==> config.mk <==
export PLATFORM = sky130hd
export DESIGN_NAME = epil_irq_latch
export DESIGN_NICKNAME = d
export VERILOG_FILES = /design/src/hdl/epil_pkg.sv /design/src/hdl/epil_pin_sync.sv /design/src/hdl/epil_irq_latch.sv
export VERILOG_INCLUDE_DIRS = /design/src /design/src/hdl
export SDC_FILE = /design/constraint.sdc
export NUM_CORES = 1
export LEC_CHECK = 0
export ABC_AREA = 0
export BUFFER_PORTS_ARGS = -buffer_cell sky130_fd_sc_hd__buf_4
export CAP_MARGIN = 0
export CORE_UTILIZATION = 33
export CTS_CLUSTER_DIAMETER = 60
export CTS_CLUSTER_SIZE = 8
export DETAILED_ROUTE_END_ITERATION = 10
export GPL_TIMING_DRIVEN = 0
export PLACE_DENSITY = 0.85
export SLEW_MARGIN = 25
export SYNTH_ARGS = -nofsm -noshare
export SYNTH_HDL_FRONTEND = slang
export SYNTH_SLANG_ARGS = --single-unit
==> constraint.sdc <==
create_clock -name clk -period 1.4 [get_ports clk]
set_clock_uncertainty 0.15 [all_clocks]
set_input_delay 0.28 -clock clk [delete_from_list [all_inputs] [get_ports clk]]
set_output_delay 0.28 -clock clk [all_outputs]
set_load 0.005 [all_outputs]
==> src/hdl/epil_consts.svh <==
// Purpose: constants for the external pin interrupt latch
// Assumes: 32-bit AHB-Lite register bus, byte addresses
// Notes: definitions only
`ifndef EPIL_CONSTS_SVH
`define EPIL_CONSTS_SVH

`define EPIL_ADDR_W 4
`define EPIL_OFS_STATCTL 4'h0
`define EPIL_OFS_BRKCTL 4'h4
`define EPIL_OFS_VECTOR 4'h8
`define EPIL_BIT_MODE 0
`define EPIL_BIT_MASK 1
`define EPIL_BIT_ACK 2
`define EPIL_BIT_PEND 3
`define EPIL_BIT_PINLVL 4
`define EPIL_BIT_BREAK_CLEAR_ENABLE 0
`define EPIL_BIT_BRKST 1
`define EPIL_VEC_ADDR 16'hfffa
`define EPIL_HTRANS_NONSEQ 2'h2

`endif

==> src/hdl/epil_pkg.sv <==
// Purpose: types for the external pin interrupt latch
// Assumes: nothing
// Notes: constants live in epil_consts.svh
package epil_pkg;
    typedef enum logic [1:0] {
        EPIL_ACC_NONE,
        EPIL_ACC_READ,
        EPIL_ACC_WRITE
    } epil_acc_e;
endpackage

==> src/hdl/epil_pin_sync.sv <==
// Purpose: two-stage synchroniser with falling edge detect
// Assumes: pin is asynchronous to clk, idle high
// Notes: first stage read only by second stage; stages free-run through reset
`timescale 1ns/1ns
`default_nettype none
module epil_pin_sync (
    input wire logic clk,
    input wire logic rst_n,
    input wire logic pinAsync,
    output logic pinLevel,
    output logic pinFall
);
    logic meta_ff;
    logic sync_ff;
    logic prev_ff;

    // the stages keep sampling during reset, so a pin held low through
    // reset leaves no false falling edge behind once reset is released
    always_ff @(posedge clk) begin
        meta_ff <= pinAsync;
    end

    always_ff @(posedge clk) begin
        sync_ff <= meta_ff;
    end

    always_ff @(posedge clk) begin
        prev_ff <= sync_ff;
    end

    assign pinLevel = sync_ff;
    assign pinFall = prev_ff & ~sync_ff;
endmodule
`default_nettype wire

==> src/hdl/epil_irq_latch.sv <==
// Purpose: external active-low pin interrupt latch with AHB-Lite registers
// Assumes: one clock, synchronous active-low reset, word accesses only
// Notes: zero wait states; vector fetch acknowledge comes from the cpu core
`timescale 1ns/1ns
`default_nettype none
`include "epil_consts.svh"
module epil_irq_latch
    import epil_pkg::*;
(
    input wire logic clk,
    input wire logic rst_n,
    input wire logic [31:0] haddr,
    input wire logic [1:0] htrans,
    input wire logic hwrite,
    input wire logic [2:0] hsize,
    input wire logic [31:0] hwdata,
    input wire logic hsel,
    input wire logic hready,
    output logic [31:0] hrdata,
    output logic hreadyout,
    output logic hresp,
    input wire logic irqPinN,
    input wire logic vectorFetchAck,
    input wire logic cpuIntMask,
    input wire logic breakState,
    output logic cpuIrqReq,
    output logic [15:0] irqVectorAddr,
    output logic branchPinHigh,
    output logic branchPinLow
);
    // ------------------------------------------------------------
    // pin synchroniser
    // ------------------------------------------------------------
    logic pinLevel;
    logic pinFall;

    epil_pin_sync u_sync (
        .clk(clk),
        .rst_n(rst_n),
        .pinAsync(irqPinN),
        .pinLevel(pinLevel),
        .pinFall(pinFall)
    );

    // ------------------------------------------------------------
    // bus address phase capture
    // ------------------------------------------------------------
    epil_acc_e acc_ff;
    logic [`EPIL_ADDR_W-1:0] addr_ff;
    epil_acc_e nxt_acc;
    wire addrValid = hsel & hready & (htrans == `EPIL_HTRANS_NONSEQ);

    always_comb begin
        nxt_acc = EPIL_ACC_NONE;
        if (addrValid) begin
            nxt_acc = hwrite ? EPIL_ACC_WRITE : EPIL_ACC_READ;
        end
    end

    always_ff @(posedge clk) begin
        if (!rst_n) begin
            acc_ff <= EPIL_ACC_NONE;
            addr_ff <= '0;
        end else begin
            acc_ff <= nxt_acc;
            addr_ff <= haddr[`EPIL_ADDR_W-1:0];
        end
    end

    wire wrPhase = (acc_ff == EPIL_ACC_WRITE);
    wire rdNext = (nxt_acc == EPIL_ACC_READ);
    wire wrStatCtl = wrPhase & (addr_ff == `EPIL_OFS_STATCTL);
    wire wrBrkCtl = wrPhase & (addr_ff == `EPIL_OFS_BRKCTL);

    // ------------------------------------------------------------
    // control bits
    // ------------------------------------------------------------
    logic mode_ff;
    logic mask_ff;
    logic break_clear_enable_ff;
    logic latch_ff;

    always_ff @(posedge clk) begin
        if (!rst_n) begin
            mode_ff <= 1'b0;
            mask_ff <= 1'b0;
            break_clear_enable_ff <= 1'b0;
        end else begin
            if (wrStatCtl) begin
                mode_ff <= hwdata[`EPIL_BIT_MODE];
                mask_ff <= hwdata[`EPIL_BIT_MASK];
            end
            if (wrBrkCtl) begin
                break_clear_enable_ff <= hwdata[`EPIL_BIT_BREAK_CLEAR_ENABLE];
            end
        end
    end

    // ------------------------------------------------------------
    // request latch
    // ------------------------------------------------------------
    wire ackWrite = wrStatCtl & hwdata[`EPIL_BIT_ACK];
    wire ackAllowed = ~breakState | break_clear_enable_ff;
    wire ackAny = (vectorFetchAck | ackWrite) & ackAllowed;
    wire levelHold = mode_ff & ~pinLevel;
    wire setReq = pinFall;
    wire nxt_latch = setReq | (latch_ff & ~ackAny);
    // level mode: an earlier acknowledge clears the latch, the low pin keeps
    // the request pending, so the request ends once both have happened
    wire pendNow = latch_ff | levelHold;
    wire pendNext = nxt_latch | levelHold;

    always_ff @(posedge clk) begin
        if (!rst_n) begin
            latch_ff <= 1'b0;
        end else begin
            latch_ff <= nxt_latch;
        end
    end

    // ------------------------------------------------------------
    // outputs toward the cpu
    // ------------------------------------------------------------
    wire nxt_req = pendNext & ~mask_ff & ~cpuIntMask;
    wire [31:0] statWord = {27'h0, pinLevel, pendNow, 1'b0, mask_ff, mode_ff};
    wire [31:0] brkWord = {30'h0, breakState, break_clear_enable_ff};
    wire [31:0] vecWord = {16'h0, `EPIL_VEC_ADDR};
    wire [`EPIL_ADDR_W-1:0] rdAddr = haddr[`EPIL_ADDR_W-1:0];
    wire [31:0] rdMux = (rdAddr == `EPIL_OFS_STATCTL) ? statWord :
                        (rdAddr == `EPIL_OFS_BRKCTL) ? brkWord :
                        (rdAddr == `EPIL_OFS_VECTOR) ? vecWord : 32'h0;

    wire [31:0] nxt_hrdata = rdNext ? rdMux : 32'h0;

    always_ff @(posedge clk) begin
        if (!rst_n) begin
            cpuIrqReq <= 1'b0;
        end else begin
            cpuIrqReq <= nxt_req;
        end
    end

    always_ff @(posedge clk) begin
        if (!rst_n) begin
            irqVectorAddr <= 16'h0;
        end else begin
            irqVectorAddr <= `EPIL_VEC_ADDR;
        end
    end

    always_ff @(posedge clk) begin
        if (!rst_n) begin
            branchPinHigh <= 1'b1;
        end else begin
            branchPinHigh <= pinLevel;
        end
    end

    always_ff @(posedge clk) begin
        if (!rst_n) begin
            branchPinLow <= 1'b0;
        end else begin
            branchPinLow <= ~pinLevel;
        end
    end

    // ------------------------------------------------------------
    // bus response
    // ------------------------------------------------------------
    always_ff @(posedge clk) begin
        if (!rst_n) begin
            hrdata <= 32'h0;
        end else begin
            hrdata <= nxt_hrdata;
        end
    end

    always_ff @(posedge clk) begin
        if (!rst_n) begin
            hreadyout <= 1'b1;
        end else begin
            hreadyout <= 1'b1;
        end
    end

    always_ff @(posedge clk) begin
        if (!rst_n) begin
            hresp <= 1'b0;
        end else begin
            hresp <= 1'b0;
        end
    end
endmodule
`default_nettype wire

==> results of run 1 <==
cell usage after synthesis (2+ instances only):
| cell | instances | area share [%] |
|---|---|---|
| conb_1 | 2 | 0.67 |
| dfxtp_1 | 22 | 39 |
| clkbuf_1 | 2 | 0.67 |
| inv_1 | 4 | 1.3 |
| mux2i_1 | 4 | 3.6 |
| nand2_1 | 6 | 2.0 |
| nor2_1 | 5 | 1.7 |
| nor3_2 | 5 | 4.5 |
| and2_1 | 5 | 2.8 |
| nor3b_2 | 2 | 2.2 |
| o21ai_0 | 2 | 0.89 |
| buf_4 | 44 | 30 |
worst paths after layout:
path	from	endpoint	slack, ns	cells past startpoint
worst max-delay path	irqVectorAddr[14]$_DFF_P_	irqVectorAddr[15]	-0.008	2
worst max register to register	acc_ff[0]$_SDFF_PN0_	cpuIrqReq$_SDFF_PN0_	0.17	3
worst min register to register	u_sync.meta_ff$_DFF_P_	u_sync.pinLevel$_DFF_P_	0.19	0
worst min-delay path	haddr[3]	hrdata[0]$_SDFF_PN0_	0.02	2
cells by family (layout without fill, tap and decap cells):
logic type      Yosys count  count (layout)  share of synthesized area, %
mux                       4               4                          3.58
other cells               2              21                         0.671
compound gates            7               7                          5.59
flops                    22              22                          39.4
simple gates             31              31                          19.2
buf+inv                  50             105                          31.5
area by class of cell:
| class | instances | area (µm²) |
|---|---|---|
| multi-input combinational | 63 | 397 |
| inverter | 4 | 15.0 |
| fill | 290 | 1430 |
| buffer | 46 | 338 |
| sequential | 22 | 448 |
| tap | 44 | 55.1 |
| clock inverter | 1 | 30.0 |
| timing repair buffer | 51 | 390 |
| clock buffer | 3 | 22.5 |
what timing repair did:
| item | 4_1_cts | 5_1_grt |
|---|---|---|
| endpoints found under the hold margin | 3 | 0 |
| hold buffers | 3 | 0 |
| endpoints found under the setup margin | 25 | 23 |
| resized for setup | 4 | 0 |
per-stage QoR:
| step | hold WS, ns | setup slack [ns] | TNS, ns | instance area (µm²) | instances |
|---|---|---|---|---|---|
| 6_report | 0.0188 | -0.00807 | -0.0799 | 1700 | 234 |
| 2_1_floorplan | 0.158 | 0.277 | 0 | 1190 | 135 |
| 4_1_cts | 0.0176 | -0.0230 | -0.281 | 1700 | 234 |
| 3_5_place_dp | 0.167 | 0.0625 | 0 | 1610 | 227 |
| 5_1_grt | 0.0132 | -0.0769 | -1.35 | 1700 | 234 |
| 3_3_place_gp | 0.163 | 0.0741 | 0 | 1610 | 227 |
layer usage:
| metal | global-route usage (%) | vias to the layer above |
|---|---|---|
| met2 | 18.7 | 47 |
| met4 | 6.98 | 0 |
| met3 | 3.03 | 4 |
| li1 | - | 455 |
| met1 | 12.5 | 342 |
| met5 | 0 | - |
where the power goes:
part	switching (mW)	internal, mW
Combinational	0.0755	0.143
Sequential	0.0165	0.643
Clock	0.192	0.290
Total	0.284	1.08
critical path: cells and delay by family (launching register included):
family,cells,cell delay (ns)
buffers and inverters,2,0.26
flip-flops,1,0.41
==> flow_summary.yaml, run 1 <==
clocking:
  postCtsSetupRepairBufs: 0
  cts_htree_levels: 1
  cts.sink_count: 22
  tritoncts.num_buffers: 3
  clkSlewWorstSetupHoldPaths_ns: 0.13
  cts_root_buffer: "clkbuf_4"
  tritoncts_clock_tree: "done"
  clock_latency_ns: 0.31
  clock_tree.buffer_depth: 2
cells_and_area:
  num_antenna_cells: 0
  fin_util_pct: 54.2
  top_regs: "hrdata (5), addr_ff (4), acc_ff (2)"
  layout.nets: 269
  drive_above_1_share_pct: 57.4
  layout.cells.most_common: "buf_4"
  largest_register_ffs: 5
  layout_common_cells: "92 x buf_4, 21 x conb_1, 20 x dfxtp_1"
  top_register: "hrdata"
  synthToLayoutAreaGrowth_pct: 51.6
route:
  ant_nets_after_route: 0
  dr.max_layer_used: "met4"
  via_per_inst: 3.62
  met3WireLength_um: 227
  detail_route.iter0.violations: 10
  met1Wirelength_um: 794
  post_drt_wl_per_cell_um: 8.39
  wl_met2_um: 905
  routed_wire_length_um: 1960
  post-route-drc-count: 0
  first_pass_iters: 4
  count_of_vias_placed_by_the_detailed_router: 848
power:
  leakagePower_nw: 0.885
  powerDensity_nw_per_um2: 802
  ir_worst_vdd_mv: 0.566
  sum_of_internal_switching_and_leakage_power_mw: 1.36
synth:
  synth_edf_count: 0
  syn_area_per_cell_um2: 9.64
  synthArstFlopShare_pct: 0
  yosys_register_bits: 22
  synth-main-ff-cell: "dfxtp_1"
  count_of_mapped_cells_out_of_synthesis: 116
  synth.lib_cells_used.distinct: 25
  mappedNetlistArea_um2: 1120
  synth_seq_area_share_pct: 39.4
  synthesis_warnings: 0
timing:
  final_hold_violations: 0
  post_route_fraction_of_the_period_consumed_by_the_critical_path_pct: 101
  max_freq_ghz: 0.710
  slew_viol_final: 0
  finalSetupViolCount: 13
  rsz0062_at_grt: "true"
  min_tclk_post_route_ns: 1.41
  worst_slack_ns: -0.00807
critical_path:
  worst_path_largest_cell_delay_ns: 0.41
  library_cell_appearing_most_often_on_the_critical_path: "buf_4"
  critPathKind: "flip-flop to output port"
  cp_cell_sequence: "buf_4, buf_4"
  required_arrival_time_at_the_worst_endpoint_ns: 0.97
  worstPathArrival_ns: 0.98
  startpoint_type: "flip-flop"
  timing.critical_path.to_type: "output port"
  cpMaxStageDelayCell: "dfxtp_4"
  worst-path-max-fanout: 14
grt:
  grt_overflow: 0
  largest_net_degree_at_the_start_of_global_routing: 15
  grt_first_pass_wirelength_um: 2900
  vias_in_the_first_global_route: 682
  antenna_violations_before_repair: 0
  global_route.usage.total_pct: 11.2
job:
  drv_cap: 0
floorplan:
  die-area_um2: 3630
  io-pin-count: 131
  die_width_um: 60.2
  core_um2: 3130
  floorplan.die.height_um: 60.2
  core.rowCount: 20
  floorplan.initialDensity_pct: 35.8
placed_design:
  placer_s_final_routability_congestion_estimate: 0.760
  numPortBuffers: 48
  dpl.hpwl_um: 1630
outcome:
  failed_checks: "negative setup slack"
  result_of_the_run: "complete, but fails checks"
min_path:
  worst_hold_path_class: "input port to flip-flop"
Power figures use the tool's default switching activity.
==> inputs of run 2 (changes only) <==
--- a/config.mk
+++ b/config.mk
@@ -6,7 +6,7 @@
 export SDC_FILE = /design/constraint.sdc
 export NUM_CORES = 1
 export LEC_CHECK = 0
-export ABC_AREA = 0
+export ABC_AREA = 1
 export BUFFER_PORTS_ARGS = -buffer_cell sky130_fd_sc_hd__buf_4
 export CAP_MARGIN = 0
 export CORE_UTILIZATION = 33
@@ -15,6 +15,7 @@
 export DETAILED_ROUTE_END_ITERATION = 10
 export GPL_TIMING_DRIVEN = 0
 export PLACE_DENSITY = 0.85
+export SETUP_SLACK_MARGIN = 0.5
 export SLEW_MARGIN = 25
 export SYNTH_ARGS = -nofsm -noshare
 export SYNTH_HDL_FRONTEND = slang
==> run 2 against run 1 <==
Against the previous run: the flow still finishes with violations (negative setup slack); hold slack lost 0.013 ns; sequential power shrank 0.6%; register-to-register slack worse by 0.02 ns; combinational power up 34%; maximum frequency decreased by 3.7%; power decreased by 5.0%; global-route usage is 0.56 points higher; clock-buffer cell count increased by 1; first-iteration DRC count increased by 50%; sequential share of layout area decreased by 3.7 points; worst setup slack lost 0.054 ns; synthesized area down 1.5%; critical endpoint is now irqVectorAddr[9]; largest power group unchanged; highest routed layer unchanged.
==> flow_summary.yaml, run 2 <==
cells_and_area:
  layout.nets: 292
  drive_above_1_share_pct: 69.0
  fin_util_pct: 65.6
  top_register: "hrdata"
  top_regs: "hrdata (5), addr_ff (4), acc_ff (2)"
  largest_register_ffs: 5
  synthToLayoutAreaGrowth_pct: 84.7
  layout_common_cells: "60 x buf_6, 42 x buf_4, 21 x conb_1"
  num_antenna_cells: 0
  layout.cells.most_common: "buf_6"
critical_path:
  critPathKind: "flip-flop to output port"
  timing.critical_path.to_type: "output port"
  startpoint_type: "flip-flop"
  worst-path-max-fanout: 7
  worstPathArrival_ns: 1.03
  required_arrival_time_at_the_worst_endpoint_ns: 0.97
outcome:
  result_of_the_run: "complete, but fails checks"
  failed_checks: "negative setup slack"
clocking:
  cts.sink_count: 22
  clock_tree.buffer_depth: 2
  cts.hold.buffers_added: 1
  tritoncts.num_buffers: 3
  tritoncts_clock_tree: "done"
  clkSlewWorstSetupHoldPaths_ns: 0.11
  clock_latency_ns: 0.30
  cts_htree_levels: 1
  cts_root_buffer: "clkbuf_4"
synth:
  synth_edf_count: 0
  yosys_register_bits: 22
  synth-main-ff-cell: "dfxtp_1"
  synthArstFlopShare_pct: 0
  yosys-top-cells-count: "44 x buf_4, 22 x dfxtp_1, 15 x inv_1, 13 x nand2_1, 6 x nor2_1"
  ys_top_cells_by_area: "dfxtp_1 40%, buf_4 30%, inv_1 5.1%"
  yosysTopAreaCellShare_pct: 40.0
  count_of_mapped_cells_out_of_synthesis: 130
  yosys.area_share.xor_xnor_pct: 0
  synthesis_warnings: 0
  post-synth-top-count-cell: "buf_4"
  syn_area_per_cell_um2: 8.48
  fraction_of_the_mapped_netlist_area_in_compound_gates_pct: 7.04
  mappedNetlistArea_um2: 1100
  synth_seq_area_share_pct: 40.0
  synth_mux_area_share_pct: 0
  synth_top_family_by_area: "buffers and inverters"
  synth.lib_cells_used.distinct: 19
  post_synth_and_or_nand_nor_area_fraction_pct: 16.9
  yosys.area.top_type: "dfxtp_1"
  yosys.area_share.adder_pct: 0
route:
  first_pass_iters: 3
  routed_wire_length_um: 2410
  post_drt_wl_per_cell_um: 9.37
  ant_nets_after_route: 0
  count_of_vias_placed_by_the_detailed_router: 991
  detail_route.iter0.violations: 15
  via_per_inst: 3.86
  post-route-drc-count: 0
power:
  powerDensity_nw_per_um2: 634
  leakagePower_nw: 1.06
  ir_worst_vdd_mv: 0.442
placed_design:
  numPortBuffers: 49
  dpl.hpwl_um: 1580
  detailedPlace.worstSlack_ns: 0.114
  placer_s_final_routability_congestion_estimate: 0.815
grt:
  antenna_violations_before_repair: 0
  grt_first_pass_wirelength_um: 3130
  global_route.usage.total_pct: 11.8
  grt_overflow: 0
  vias_in_the_first_global_route: 764
  largest_net_degree_at_the_start_of_global_routing: 13
min_path:
  worst_hold_path_class: "input port to flip-flop"
floorplan:
  core.rowCount: 20
  floorplan.initialDensity_pct: 35.5
  io-pin-count: 131
  die_width_um: 59.8
  floorplan.die.height_um: 59.8
  core_um2: 3100
  die-area_um2: 3580
timing:
  finalSetupViolCount: 22
  fin_hold_ws_ns: 0.00576
  worst_slack_ns: -0.0621
  max_freq_ghz: 0.684
  post_route_fraction_of_the_period_consumed_by_the_critical_path_pct: 104
  final_hold_violations: 0
  rsz0062_at_grt: "true"
  min_tclk_post_route_ns: 1.46
  slew_viol_final: 0
job:
  drv_cap: 0
run 2: cell types whose count changed after synthesis, moves of 2 or more:
cell and delta:
and2_1 -5, nand2_1 +7, nor3_1 +2, nand4_1 +4, nor3b_2 -2, nor2_4 +2, clkbuf_1 -2, a211oi_2 +2
inv_1 +11, nor3_2 -4, a21oi_1 +5, mux2i_1 -4
run 2: what timing repair did:
item                                    CTS  global route
pin swaps                                 5             4
endpoints found under the hold margin     2             1
endpoints found under the setup margin   39            41
gates resized for setup                  36            32
buffers inserted                          4             6
run 2: worst paths after layout:
kind | from | to | slack, ns | depth (start not counted)
max | irqVectorAddr[14]$_DFF_P_ | irqVectorAddr[9] | -0.06 | 3
min | rst_n | irqVectorAddr[14]$_DFF_P_ | 0.006 | 1
max reg2reg | addr_ff[3]$_SDFF_PN0_ | cpuIrqReq$_SDFF_PN0_ | 0.15 | 8
min reg2reg | u_sync.meta_ff$_DFF_P_ | u_sync.pinLevel$_DFF_P_ | 0.19 | 0
run 2: report_power, final:
group	internal [mW]	switching [mW]	leakage, nW
clock network	0.159	0.184	0.0210
registers	0.644	0.0116	0.187
logic	0.182	0.110	0.851
total	0.985	0.305	1.06
run 2: through the flow:
stage	instances	cell area (µm²)	setup TNS, ns	power [mW]
finish	257	2040	-1.01	1.29
global route	257	2040	-1.94	1.36
CTS	251	1910	-0.666	1.27
detailed placement	242	1710	0	0.904
global placement	242	1710	0	0.900
floorplan	149	1280	0	0.809
run 2: layer usage:
metal  share of wire [%]  track usage [%]  vias to the layer above
met2                  55             21.6                       50
met3                 7.7             2.38                        2
met1                  37             13.4                      432
met5                   0                0                        -
li1                    -                -                      507
met4                0.87             3.99                        0
run 2: cell families (layout without fill, tap and decap cells):
kind of cell    Yosys count  after routing
compound gates           11             11
other cells               2             21
flops                    22             22
buf+inv                  60            124
simple gates             35             35
run 2: final cells by class:
| type | count | area [µm²] |
|---|---|---|
| fill | 268 | 1070 |
| timing repair buffer | 60 | 599 |
| sequential | 22 | 463 |
| buffer | 44 | 417 |
| multi-input combinational | 67 | 398 |
| inverter | 16 | 67.6 |
| tap | 44 | 55.1 |
| clock buffer | 4 | 36.3 |
run 2: critical path, stage by stage (launching register included):
cell and delay (ns):
dfxtp_4 0.38, buf_8 0.14, buf_6 0.11, buf_6 0.10
